$ cat config.mk
export PLATFORM = sky130hd
export DESIGN_NAME = agsch_scheduler
export DESIGN_NICKNAME = d
export VERILOG_FILES = /design/src/core/agsch_scheduler.v
export VERILOG_INCLUDE_DIRS = /design/src /design/src/core
export SDC_FILE = /design/constraint.sdc
export NUM_CORES = 1
export LEC_CHECK = 0
export ABC_AREA = 1
export CAP_MARGIN = 20
export CORE_ASPECT_RATIO = 1.25
export CORE_UTILIZATION = 50
export CTS_CLUSTER_DIAMETER = 50
export DETAILED_ROUTE_END_ITERATION = 10
export DONT_BUFFER_PORTS = 1
export HOLD_SLACK_MARGIN = 0.06
export SLEW_MARGIN = 20
export SYNTH_ARGS = -nofsm -noshare
export SYNTH_HDL_FRONTEND = slang
export SYNTH_SLANG_ARGS = --single-unit
$ cat constraint.sdc
create_clock -name clock_i -period 6.4 [get_ports clock_i]
set_clock_uncertainty 0.15 [all_clocks]
set_input_delay 0.96 -clock clock_i [delete_from_list [all_inputs] [get_ports clock_i]]
set_output_delay 0.96 -clock clock_i [all_outputs]
set_load 0.1 [all_outputs]
$ cat src/core/agsch_map.vh
// Purpose: register offsets, reset values and timing counts of the group scheduler
// Assumes: byte addresses on a 32-bit bus, one register per aligned word
// Notes: only haddr[7:0] is decoded
`ifndef AGSCH_MAP_VH
`define AGSCH_MAP_VH
////////////////////////////////////////////////////////////////////////////////
// global registers
`define AGSCH_OFS_EXEC 8'h00
`define AGSCH_OFS_ENTRY 8'h04
`define AGSCH_OFS_DONE 8'h08
`define AGSCH_OFS_ONESHOT 8'h0c
`define AGSCH_OFS_LOOP 8'h10
// sample period of channel c at base + 4*c, c = 0 to 15
`define AGSCH_OFS_SMP_BASE 8'h40
// group g block at base + 16*g: word 0 chan mask, 1 event mask, 2 trigger select
`define AGSCH_OFS_GRP_BASE 8'h80
`define AGSCH_GRP_CMASK 2'd0
`define AGSCH_GRP_EMASK 2'd1
`define AGSCH_GRP_TSEL 2'd2
////////////////////////////////////////////////////////////////////////////////
// reset values
`define AGSCH_RST_GRP8 8'h00
`define AGSCH_RST_MASK16 16'h0000
`define AGSCH_RST_TSEL 6'h00
`define AGSCH_RST_SMP 8'h00
`define AGSCH_TSEL_NONE 6'h00
////////////////////////////////////////////////////////////////////////////////
// timing counts in clock cycles
`define AGSCH_CYC_FIRST 9'd13
`define AGSCH_CYC_NEXT 9'd12
`define AGSCH_CYC_SAR 9'd12
`define AGSCH_SMP_ZERO_CYC 9'd256
`endif

$ cat src/core/agsch_scheduler.v
// Purpose: group scheduler of a successive-approximation converter
// Assumes: AHB-Lite slave, zero wait states, single word transfers
// Notes: the analog core follows conv_chan_o and sample_o
//
// Overview of operation
// - eight groups 0 to 7, each with trigger, channel mask, event mask, done flag.
// - execution status, one bit per group, 1 means executing.
// - entry status, one bit per group, 1 means a request is pending.
// - the two bits give stopped, idling, final channel, mid-sequence.
// - a trigger sets entry; execution bit is left alone.
// - lowest-numbered entered group is picked; trigger order does not matter.
// - masked channels of the running group convert in ascending order.
// - triggers to an already entered group are ignored.
// - entry clears when the last masked channel starts converting.
// - single-channel group clears entry as it becomes executing.
// - after its last channel a group sets its done flag.
// - many triggers while entered give one run; re-entry needs a new trigger.
// - loop request bit triggers its group every cycle.
// - channel mask held as low and high byte, bit n is channel n.
// - each group has its own per-channel event mask, low and high byte.
// - a finished channel with its event bit set raises the group event.
// - event, one-shot write and loop request act as the same trigger.
// - trigger select 0 means none; one number may serve many groups.
// - trigger numbers 1 to 57 map onto event sources; 16, 17 unused.
// - first channel from idle takes sample plus 13, later ones plus 12.
// - sample period 1 to 256 cycles, value zero means 256.
// - done flags stay until cleared; a coinciding hardware set wins.
// - loop trigger starts one cycle after a one-shot trigger would.
//
// Our own choices: the AHB-Lite register port and the address map.
`include "agsch_map.vh"
module agsch_scheduler (
	// clock and reset
	input wire clock_i,
	input wire rst_n_i,
	// ahb-lite slave
	input wire hsel_i,
	input wire [31:0] haddr_i,
	input wire [1:0] htrans_i,
	input wire hwrite_i,
	input wire [2:0] hsize_i,
	input wire [31:0] hwdata_i,
	input wire hready_i,
	output wire [31:0] hrdata_o,
	output wire hreadyout_o,
	output wire hresp_o,
	// event triggers, bit n is trigger number n
	input wire [63:0] trig_evt_i,
	// status
	output wire [7:0] exec_status_o,
	output wire [7:0] entry_status_o,
	output wire [7:0] done_flags_o,
	// conversion core side
	output wire conv_active_o,
	output wire sample_o,
	output wire [3:0] conv_chan_o,
	output wire [2:0] conv_group_o,
	output wire chan_done_o,
	output wire [7:0] group_event_o
);

	localparam ST_IDLE = 1'b0;
	localparam ST_RUN = 1'b1;

	////////////////////////////////////////////////////////////////////////////
	// lowest set bit helpers, bit 4 or 3 set means none
	function [4:0] first16;
		input [15:0] v;
		integer k;
		begin
			first16 = 5'h10;
			for (k = 15; k >= 0; k = k - 1) begin
				if (v[k])
					first16 = k[4:0];
			end
		end
	endfunction

	function [3:0] first8;
		input [7:0] v;
		integer k;
		begin
			first8 = 4'h8;
			for (k = 7; k >= 0; k = k - 1) begin
				if (v[k])
					first8 = k[3:0];
			end
		end
	endfunction

	////////////////////////////////////////////////////////////////////////////
	// state
	reg state_reg;
	reg state_next;
	reg [2:0] grp_reg;
	reg [2:0] grp_next;
	reg [3:0] chan_reg;
	reg [3:0] chan_next;
	reg [15:0] rem_reg;
	reg [15:0] rem_next;
	reg [8:0] cnt_reg;
	reg [8:0] cnt_next;
	reg [7:0] exec_reg;
	reg [7:0] exec_next;
	reg [7:0] entry_reg;
	reg [7:0] entry_next;
	reg [7:0] done_reg;
	reg [7:0] done_next;
	reg [7:0] loop_reg;
	reg [7:0] evt_reg;
	reg [7:0] evt_next;
	reg cdone_reg;
	reg cdone_next;
	reg sample_reg;
	reg [15:0] cmask_reg [0:7];
	reg [15:0] emask_reg [0:7];
	reg [5:0] tsel_reg [0:7];
	reg [7:0] smp_reg [0:15];
	// bus data phase
	reg dp_valid_reg;
	reg dp_write_reg;
	reg [7:0] dp_addr_reg;
	reg [31:0] hrdata_reg;
	reg [31:0] rd_val;

	wire [7:0] evt_hit;
	wire [7:0] trig_vec;
	wire [7:0] pend;
	wire ap_take;
	wire wr_en;
	wire wr_grp;
	wire wr_smp;
	wire [2:0] wr_g;
	wire [1:0] wr_w;
	wire [7:0] oneshot_pulse;
	wire [7:0] done_clr;
	wire [3:0] first_pend;

	////////////////////////////////////////////////////////////////////////////
	// event trigger match per group
	// select value zero never matches, so trigger line 0 starts nothing
	genvar g;
	generate
		for (g = 0; g < 8; g = g + 1) begin : g_hit
			assign evt_hit[g] = (tsel_reg[g] != `AGSCH_TSEL_NONE) && trig_evt_i[tsel_reg[g]];
		end
	endgenerate

	// all trigger kinds merge into one vector
	assign trig_vec = evt_hit | oneshot_pulse | loop_reg;
	// a repeat trigger to an entered group lands on a bit already set and leaves no trace
	assign pend = entry_reg | trig_vec;

	// lowest pending group, code 8 when none is pending
	assign first_pend = first8(pend);

	////////////////////////////////////////////////////////////////////////////
	// bus decode; only the low address byte is decoded, so the map repeats every 256 bytes
	assign ap_take = hsel_i && hready_i && htrans_i[1];
	assign wr_en = dp_valid_reg && dp_write_reg;
	assign wr_grp = wr_en && dp_addr_reg[7];
	assign wr_smp = wr_en && ({dp_addr_reg[7:6], 6'h00} == `AGSCH_OFS_SMP_BASE);
	assign wr_g = dp_addr_reg[6:4];
	assign wr_w = dp_addr_reg[3:2];
	// a one-shot write acts in its data phase only; reads of that word return zero
	assign oneshot_pulse = (wr_en && dp_addr_reg == `AGSCH_OFS_ONESHOT) ? hwdata_i[7:0] : 8'h00;
	assign done_clr = (wr_en && dp_addr_reg == `AGSCH_OFS_DONE) ? hwdata_i[7:0] : 8'h00;

	// read value, captured at the address phase
	// hazard: a write still in its data phase is not yet seen by a read right behind it
	always @* begin
		rd_val = 32'h0000_0000;
		if (haddr_i[7:0] == `AGSCH_OFS_EXEC) begin
			rd_val[7:0] = exec_reg;
		end else if (haddr_i[7:0] == `AGSCH_OFS_ENTRY) begin
			rd_val[7:0] = entry_reg;
		end else if (haddr_i[7:0] == `AGSCH_OFS_DONE) begin
			rd_val[7:0] = done_reg;
		end else if (haddr_i[7:0] == `AGSCH_OFS_LOOP) begin
			rd_val[7:0] = loop_reg;
		end else if ({haddr_i[7:6], 6'h00} == `AGSCH_OFS_SMP_BASE) begin
			rd_val[7:0] = smp_reg[haddr_i[5:2]];
		end else if (haddr_i[7] && haddr_i[3:2] == `AGSCH_GRP_CMASK) begin
			rd_val[15:0] = cmask_reg[haddr_i[6:4]];
		end else if (haddr_i[7] && haddr_i[3:2] == `AGSCH_GRP_EMASK) begin
			rd_val[15:0] = emask_reg[haddr_i[6:4]];
		end else if (haddr_i[7] && haddr_i[3:2] == `AGSCH_GRP_TSEL) begin
			rd_val[5:0] = tsel_reg[haddr_i[6:4]];
		end
	end

	// bus pipeline and configuration storage
	// hready low holds the captured address phase over a stalled data phase
	integer i;
	always @(posedge clock_i or negedge rst_n_i) begin
		if (!rst_n_i) begin
			dp_valid_reg <= 1'b0;
			dp_write_reg <= 1'b0;
			dp_addr_reg <= 8'h00;
			hrdata_reg <= 32'h0000_0000;
			loop_reg <= `AGSCH_RST_GRP8;
			for (i = 0; i < 8; i = i + 1) begin
				cmask_reg[i] <= `AGSCH_RST_MASK16;
				emask_reg[i] <= `AGSCH_RST_MASK16;
				tsel_reg[i] <= `AGSCH_RST_TSEL;
			end
			for (i = 0; i < 16; i = i + 1) begin
				smp_reg[i] <= `AGSCH_RST_SMP;
			end
		end else begin
			if (hready_i) begin
				dp_valid_reg <= ap_take;
				dp_write_reg <= hwrite_i;
				dp_addr_reg <= haddr_i[7:0];
			end
			if (ap_take && !hwrite_i)
				hrdata_reg <= rd_val;
			// the loop bits act from the cycle after their write, one later than a one-shot
			if (wr_en && dp_addr_reg == `AGSCH_OFS_LOOP)
				loop_reg <= hwdata_i[7:0];
			if (wr_smp)
				smp_reg[dp_addr_reg[5:2]] <= hwdata_i[7:0];
			if (wr_grp && wr_w == `AGSCH_GRP_CMASK)
				cmask_reg[wr_g] <= hwdata_i[15:0];
			if (wr_grp && wr_w == `AGSCH_GRP_EMASK)
				emask_reg[wr_g] <= hwdata_i[15:0];
			if (wr_grp && wr_w == `AGSCH_GRP_TSEL)
				tsel_reg[wr_g] <= hwdata_i[5:0];
		end
	end

	////////////////////////////////////////////////////////////////////////////
	// scheduler next state
	reg do_start;
	reg start_first;
	reg do_next;
	reg [2:0] sg;
	reg [4:0] ch;
	reg [15:0] m;
	reg [8:0] smp;
	always @* begin
		do_start = 1'b0;
		start_first = 1'b0;
		do_next = 1'b0;
		sg = 3'd0;
		ch = 5'd0;
		m = 16'h0000;
		smp = 9'd0;
		state_next = state_reg;
		grp_next = grp_reg;
		chan_next = chan_reg;
		rem_next = rem_reg;
		cnt_next = cnt_reg;
		exec_next = exec_reg;
		entry_next = pend;
		// software clears here and hardware sets further down, so a set in the same cycle wins
		done_next = done_reg & ~done_clr;
		evt_next = 8'h00;
		cdone_next = 1'b0;
		case (state_reg)
			ST_IDLE: begin
				if (pend != 8'h00) begin
					do_start = 1'b1;
					start_first = 1'b1;
					sg = first_pend[2:0];
				end
			end
			ST_RUN: begin
				if (cnt_reg == 9'd1) begin
					cdone_next = 1'b1;
					evt_next[grp_reg] = emask_reg[grp_reg][chan_reg];
					if (rem_reg != 16'h0000) begin
						do_next = 1'b1;
					end else begin
						done_next[grp_reg] = 1'b1;
						exec_next[grp_reg] = 1'b0;
						state_next = ST_IDLE;
						if (pend != 8'h00) begin
							do_start = 1'b1;
							sg = first_pend[2:0];
						end
					end
				end else begin
					cnt_next = cnt_reg - 9'd1;
				end
			end
			default: begin
				state_next = ST_IDLE;
			end
		endcase
		// the counter holds the cycles left in the channel: sampling first, then the sar steps
		// next channel of the running group
		if (do_next) begin
			ch = first16(rem_reg);
			rem_next = rem_reg & ~(16'h0001 << ch[3:0]);
			chan_next = ch[3:0];
			smp = (smp_reg[ch[3:0]] == 8'h00) ? `AGSCH_SMP_ZERO_CYC : {1'b0, smp_reg[ch[3:0]]};
			cnt_next = smp + `AGSCH_CYC_NEXT;
			if (rem_next == 16'h0000)
				entry_next[grp_reg] = 1'b0;
		end
		// group start, empty mask finishes at once
		if (do_start) begin
			m = cmask_reg[sg];
			if (m == 16'h0000) begin
				entry_next[sg] = 1'b0;
				done_next[sg] = 1'b1;
				state_next = ST_IDLE;
			end else begin
				ch = first16(m);
				exec_next[sg] = 1'b1;
				grp_next = sg;
				chan_next = ch[3:0];
				rem_next = m & ~(16'h0001 << ch[3:0]);
				smp = (smp_reg[ch[3:0]] == 8'h00) ? `AGSCH_SMP_ZERO_CYC : {1'b0, smp_reg[ch[3:0]]};
				// the idle cycle that took the trigger is the first of the 13, so one less is left to count
				cnt_next = smp + (start_first ? `AGSCH_CYC_FIRST - 9'd1 : `AGSCH_CYC_NEXT);
				state_next = ST_RUN;
				// a trigger that meets this clear in the same cycle is lost; the clear wins
				if (rem_next == 16'h0000)
					entry_next[sg] = 1'b0;
			end
		end
	end

	// group state per group from the two status bits:
	// exec 0 entry 0 stopped, exec 0 entry 1 idling,
	// exec 1 entry 0 final channel, exec 1 entry 1 mid-sequence or rerun pending
	// scheduler registers
	always @(posedge clock_i or negedge rst_n_i) begin
		if (!rst_n_i) begin
			state_reg <= ST_IDLE;
			grp_reg <= 3'd0;
			chan_reg <= 4'd0;
			rem_reg <= 16'h0000;
			cnt_reg <= 9'd0;
			exec_reg <= `AGSCH_RST_GRP8;
			entry_reg <= `AGSCH_RST_GRP8;
			done_reg <= `AGSCH_RST_GRP8;
			evt_reg <= 8'h00;
			cdone_reg <= 1'b0;
			sample_reg <= 1'b0;
		end else begin
			state_reg <= state_next;
			grp_reg <= grp_next;
			chan_reg <= chan_next;
			rem_reg <= rem_next;
			cnt_reg <= cnt_next;
			exec_reg <= exec_next;
			entry_reg <= entry_next;
			done_reg <= done_next;
			evt_reg <= evt_next;
			cdone_reg <= cdone_next;
			// sampling stands while more than the sar steps remain
			sample_reg <= (state_next == ST_RUN) && (cnt_next > `AGSCH_CYC_SAR);
		end
	end

	////////////////////////////////////////////////////////////////////////////
	// outputs
	assign hrdata_o = hrdata_reg;
	assign hreadyout_o = 1'b1; // no wait states
	assign hresp_o = 1'b0; // always okay
	assign exec_status_o = exec_reg;
	assign entry_status_o = entry_reg;
	assign done_flags_o = done_reg;
	assign conv_active_o = state_reg;
	assign sample_o = sample_reg;
	assign conv_chan_o = chan_reg;
	assign conv_group_o = grp_reg;
	assign chan_done_o = cdone_reg;
	assign group_event_o = evt_reg;

endmodule // agsch_scheduler

After elaboration in Yosys (flattened, before gate mapping) --
Cells that the tools add are included. W data, S select, Z words.
Cells by class: reductions and logical operators 48, mux-type cells 162, shift-type cells 2, magnitude comparators 24, add/subtract/negate cells 3, bitwise gates (word level) 28, equal/unequal tests 13
Operators by type and width (count):
- $bwmux W128 | 3
- $mux W8 | 36
- $mux W16 | 13
- $bmux W16 S3 | 4
- $mux W4 | 38
- $bmux W8 S4 | 3
- $mux W9 | 7
- $lt A6 B7 Y1 const B | 8
- $bmux W1 S6 | 8
- $bwmux W48 | 1
- $demux W16 S3 | 1
- $logic_not A16 Y1 | 3
- $or A8 B8 Y8 | 6
- $reduce_bool A6 Y1 | 8
- $and A8 B8 Y8 | 5
- $mux W3 | 11
- $and A16 B16 Y16 | 2
- $demux W8 S4 | 1
- $not A16 Y16 | 2
- $shl A1 B4 Y16 const A | 2
- $mux W6 | 5
- $logic_and A1 B1 Y1 | 28
- $eq A8 B4 Y1 const B | 3
- $logic_not A8 Y1 | 3
- 32 further kinds | 79
Storage, ports and cells: register bits 533, word-level logic and storage cells 336, output and inout port bits 76, input port bits 138

Depth between registers and ports, before layout --
depth in word-level cells 51, depth in mapped cells 56

Least setup slack after synthesis --
OpenSTA, ideal clock, no wires.
kind input-to-reg, start point in trig_evt_i[38], end point reg sample_reg, in the netlist sample_o, arrival 4.716 ns, setup slack 1.421 ns, library setup time 0.113 ns, cell stages on the path 49, required time 6.137 ns, path through clkbuf_1 > o211ai_1 > nand2_1 > a21oi_1 > nand2_1 > nand3_2 > nand2_2 > nor2_4 > nand2_2 > nor2_2 > nand2_2 > nand3_4 > inv_4 > nand2_4 > buf_8 > nand2_1 > nand3_2 > nand2_2 > (+13 left out) > nand2_8 > nand2_8 > nand2_8 > nor2_4 > buf_4 > nand2_1 > nand3_1 > nand3_1 > nand2_1 > inv_1 > nor2_1 > nand3_1 > nand2_1 > nor2_1 > nor2_2 > nand4_1 > nand2_1 > inv_1
Between the ends: cells in the longest elaborated chain, start to end 51, elaborated cells on any way between the ends 80, those cells by class add/sub (1); order compare (1); mux (61); bitwise (5); reduce/logical (12)
RTL lines:
- start: declaration | RTL line agsch_scheduler.v:48 | input wire [63:0] trig_evt_i,
- $bmux W1 S6 | RTL line agsch_scheduler.v:145 | assign evt_hit[g] = (tsel_reg[g] != `AGSCH_TSEL_NONE) && trig_evt_i[tsel_reg[g]];
- $mux W1 (implied by the code) | RTL line agsch_scheduler.v:145
- $logic_and A1 B1 Y1 | RTL line agsch_scheduler.v:145
- $or A8 B8 Y8 (*) (2 in series) | RTL line agsch_scheduler.v:150 | assign trig_vec = evt_hit | oneshot_pulse | loop_reg;
- $or A8 B8 Y8 (*) | RTL line agsch_scheduler.v:152 | assign pend = entry_reg | trig_vec;
- $mux W3 (8 in series) | RTL line agsch_scheduler.v:85 | if (v[k])
- $mux W3 | RTL line agsch_scheduler.v:262, agsch_scheduler.v:278
- $mux W3 | RTL line agsch_scheduler.v:272 | if (rem_reg != 16'h0000) begin
- (+26 left out)
- $mux W8 (implied by the code) (2 in series) | RTL line agsch_scheduler.v:315 | smp = (smp_reg[ch[3:0]] == 8'h00) ? `AGSCH_SMP_ZERO_CYC : {1'b0, smp_reg[ch[3:0]]};
- $logic_not A8 Y1 | RTL line agsch_scheduler.v:315
- $mux W9 | RTL line agsch_scheduler.v:315
- $add A9 B4 Y9 | RTL line agsch_scheduler.v:317 | cnt_next = smp + (start_first ? `AGSCH_CYC_FIRST - 9'd1 : `AGSCH_CYC_NEXT);
- $mux W9 | RTL line agsch_scheduler.v:305 | if (m == 16'h0000) begin
- $mux W9 | RTL line agsch_scheduler.v:303 | if (do_start) begin
- $gt A9 B4 Y1 (no line)
- $logic_and A1 B1 Y1 (*) | RTL line agsch_scheduler.v:355 | sample_reg <= (state_next == ST_RUN) && (cnt_next > `AGSCH_CYC_SAR);
- end signal: assignment | RTL line agsch_scheduler.v:355
- end: declaration | RTL line agsch_scheduler.v:114 | reg sample_reg;
Every way passes the cells marked *; elsewhere a longest branch is shown, timed or not. The select of a mux whose other input is x is not followed. A chain may end at the register's enable or synchronous reset.

Worst setup path in the final report --
start point reg tsel_reg[24] (netlist bit), end point reg sample_reg, in the netlist sample_o
Between the ends: cells in the longest elaborated chain, start to end 47, elaborated cells on any way between the ends 56, those cells by class add/sub (1); order compare (1); mux (43); bitwise (5); reduce/logical (6)
RTL lines:
- start: declaration | RTL line agsch_scheduler.v:117 | reg [5:0] tsel_reg [0:7];
- start signal: indexed assignment | RTL line agsch_scheduler.v:205 | tsel_reg[i] <= `AGSCH_RST_TSEL;
- start signal: indexed assignment | RTL line agsch_scheduler.v:228 | tsel_reg[wr_g] <= hwdata_i[5:0];
- $bmux W1 S6 | RTL line agsch_scheduler.v:145
- $mux W1 (implied by the code) | RTL line agsch_scheduler.v:145
- $logic_and A1 B1 Y1 (*) | RTL line agsch_scheduler.v:145
- $or A8 B8 Y8 (*) (2 in series) | RTL line agsch_scheduler.v:150
- $or A8 B8 Y8 (*) | RTL line agsch_scheduler.v:152
- $mux W3 (4 in series) | RTL line agsch_scheduler.v:85
- $mux W3 | RTL line agsch_scheduler.v:262, agsch_scheduler.v:278
- $mux W3 | RTL line agsch_scheduler.v:272
- (+26 left out)
- $mux W8 (implied by the code) (2 in series) | RTL line agsch_scheduler.v:315
- $logic_not A8 Y1 | RTL line agsch_scheduler.v:315
- $mux W9 | RTL line agsch_scheduler.v:315
- $add A9 B4 Y9 | RTL line agsch_scheduler.v:317
- $mux W9 | RTL line agsch_scheduler.v:305
- $mux W9 | RTL line agsch_scheduler.v:303
- $gt A9 B4 Y1 (no line)
- $logic_and A1 B1 Y1 (*) | RTL line agsch_scheduler.v:355
Marks and branches as above.

==> flow_summary.json <==
{
  "dp_worst_setup_slack_ns": 0.00222,
  "internal-power_mw": 7.06,
  "timing_max_transition_violations_final": 78,
  "postRouteWirelength_um": 147000,
  "first_global_vias": 33800,
  "layout_worst_path_cycle_share": 0.941,
  "part_of_the_power_in_combinational_logic": 0.222,
  "grt_start_max_net_pins": 534,
  "yosys.area.top_type": "dfrtp_1",
  "final_critical_path_setup_slack_ns": 0.375,
  "final-setup-viol-count": 0,
  "drive_gt1_frac": 0.107,
  "synth_cells": 4921,
  "portBuffers": 0,
  "std_cell_rows": 107,
  "max_freq_mhz": 166,
  "path_class": "reg2reg",
  "outcome": "finished, violations left",
  "finalHoldViolations": 36,
  "via_cell_ratio": 6.28,
  "critical-path-slowest-cell": "dfrtp_1",
  "power_switching_share": 0.346,
  "dominantRegCellSynth": "dfrtp_1",
  "detailedPlacementHpwl_um": 99600,
  "synth-edff-count": 0,
  "final.hold.worst_slack_ns": -0.0719,
  "area_share_of_fa_ha_maj_cells_after_synthesis": 0.00109,
  "p_switching_mw": 3.74,
  "grt.overflow.total": 0,
  "power.share.clock": 0.381,
  "worst-endpoint-arrival_ns": 6.39,
  "seq_power_share": 0.397,
  "first_pass_grt_wire_length_um": 217000,
  "layout_min_cycle_time_ns": 6.03,
  "number_of_synthesized_register_bits": 533,
  "grt_antenna_before_repair": 2,
  "power_leakage_nw": 19.5,
  "rd_place_congestion": 1.00,
  "post-route-drc-count": 0,
  "yosys-top-cells-area": "dfrtp_1, nand2_1, o21ai_0",
  "syn_avg_cell_area_um2": 6.98,
  "routedWlPerCell_um": 25.1,
  "worst_setup_path_end_kind": "flip-flop",
  "synth.top_cell.area_share": 0.388,
  "root_buffer": "clkbuf_16",
  "top_level_ports": 214,
  "vias": 36900,
  "critical_path.max_fanout": 16,
  "power.total_mw": 10.8,
  "synth_common_cells": "nand2_1, o21ai_0, dfrtp_1",
  "n_antenna_cell": 0,
  "chip_width_um": 236,
  "start_util": 0.505,
  "synth_cell_types": 64,
  "flow.area_growth_from_synthesis_pct": 13.3,
  "htree_num_levels": 3,
  "crit_required_ns": 6.77,
  "finish.net_count": 5085,
  "ys_async_sr_fraction": 1.00,
  "ctsLongestPathBuffers": 3,
  "post_synth_and_or_nand_nor_area_fraction": 0.269,
  "synthXorXnorAreaFrac": 0.00128,
  "starting_drt_drc_count": 4486,
  "worstSkewPairLatency_ns": 0.64,
  "post_syn_area_um2": 34300,
  "global_route_total_usage_across_every_layer": 0.416,
  "hold_class": "in2async",
  "main_combinational_cell_family_by_area_after_synthesis": "simple AND/OR/NAND/NOR gates",
  "drt_first_pass_iters": 8,
  "tritoncts": "done",
  "coreArea_um2": 68000,
  "die_height_um": 295,
  "seq_area_frac_synth": 0.388,
  "post_cts_clock_slew_at_the_launch_and_capture_registers_of_the_worst_setup_and_hold_paths_ns": 0.06,
  "max_slew.worst_pin.slew_ns": 1.56,
  "cts.sink_count": 533,
  "die_ar_um2": 69700,
  "compound_gate_portion_of_the_synthesized_area": 0.237,
  "yosys_warnings": 0,
  "violations": "negative hold slack, max-slew violations",
  "worst_setup_path_start_kind": "flip-flop",
  "cts_inserted_buffers": 70,
  "yosys-mux-area-fraction": 0.000328,
  "path_common_cell": "nand2_1",
  "ir_drop_uv": 243,
  "critical_path.max_stage_delay_ns": 0.40,
  "synth.most_common_cell": "nand2_1",
  "slew-limit-headroom": -0.0401,
  "antenna_left": 0,
  "power_per_cell_area_nw_per_um2": 277,
  "timing.max_cap.violations": 0
}
stage by stage:
step	util	cell area, um2	setup TNS [ns]	std cells
6_report	0.572	38900	0	5871
5_1_grt	0.572	38900	-0.00670	5871
4_1_cts	0.569	38700	0	5866
3_5_place_dp	0.534	36300	0	5739
3_3_place_gp	0.533	36300	0	5738
2_1_floorplan	-	34400	0	4937
cell usage in the layout, fill, tap and decap left out, types with 90 or more instances in the layout:
| master | instances |
|---|---|
| nand2_1 | 1286 |
| a21oi_1 | 204 |
| o211ai_1 | 122 |
| dfrtp_1 | 529 |
| nor2_1 | 284 |
| o21ai_0 | 698 |
| nand3_1 | 458 |
| buf_4 | 263 |
| a221oi_1 | 90 |
| inv_1 | 410 |
power groups by stage:
| stage | Clock, mW | Combinational, mW | Sequential (mW) |
|---|---|---|---|
| after CTS | 4.15 | 2.30 | 4.26 |
| after detailed placement | 0 | 2.29 | 4.32 |
| after global routing | 4.27 | 2.64 | 4.32 |
| after floorplan | 0 | 1.60 | 4.18 |
| final | 4.11 | 2.40 | 4.28 |
| after global placement | 0 | 2.26 | 4.31 |
worst paths after layout:
kind / startpoint / end / slack [ns] / cells past startpoint
setup / recovery: tsel_reg[24]$_DFFE_PN0P_ / sample_o$_DFF_PN0_ / 0.37 / 41
hold / removal: rst_n_i / hrdata_o[7]$_DFFE_PN0P_ / -0.07 / 0
setup reg to reg: tsel_reg[24]$_DFFE_PN0P_ / sample_o$_DFF_PN0_ / 0.37 / 41
hold reg to reg: smp_reg[56]$_DFFE_PN0P_ / smp_reg[56]$_DFFE_PN0P_ / 0.33 / 2
max in group asynchronous: rst_n_i / tsel_reg[6]$_DFFE_PN0P_ / 4.83 / 0
min in group clock_i: hready_i / dp_valid_reg$_DFFE_PN0P_ / 0.28 / 1
area by class of cell:
class	count	area [um2]
clock inverter	35	457
clock buffer	92	1970
sequential	533	13300
fill	6702	29100
timing repair buffer	297	2610
multi-input combinational	3580	17700
tap	872	1090
inverter	462	1780
critical path: cells and delay by family, from the launching register on:
| family | cells | cell delay (ns) |
|---|---|---|
| AOI/OAI and AO/OA | 3 | 0.63 |
| and+or+nand+nor | 30 | 3.67 |
| DFF | 1 | 0.40 |
| buffers and inverters | 8 | 1.08 |
logic make-up (layout without fill, tap and decap cells):
kind of cell,after synthesis,after routing
xor gates and xnor gates,5,5
AOI/OAI and AO/OA,1370,1370
muxes,1,1
buffers and inverters,824,886
and+or+nand+nor,2183,2183
other,2,18
adders and majority gates,3,3
DFF,533,533
what timing repair did:
item,CTS,global route
setup buffers,0,3
endpoints found under the setup margin,0,13
hold endpoints to repair,533,217
resized for setup,0,36
routing by layer:
metal / GRT usage / wire length (um)
met1: 0.529 / 56300
met2: 0.644 / 65200
met3: 0.0908 / 15500
met4: 0.259 / 9990
met5: 0.0117 / 136
(Power assumes the default switching activity.)
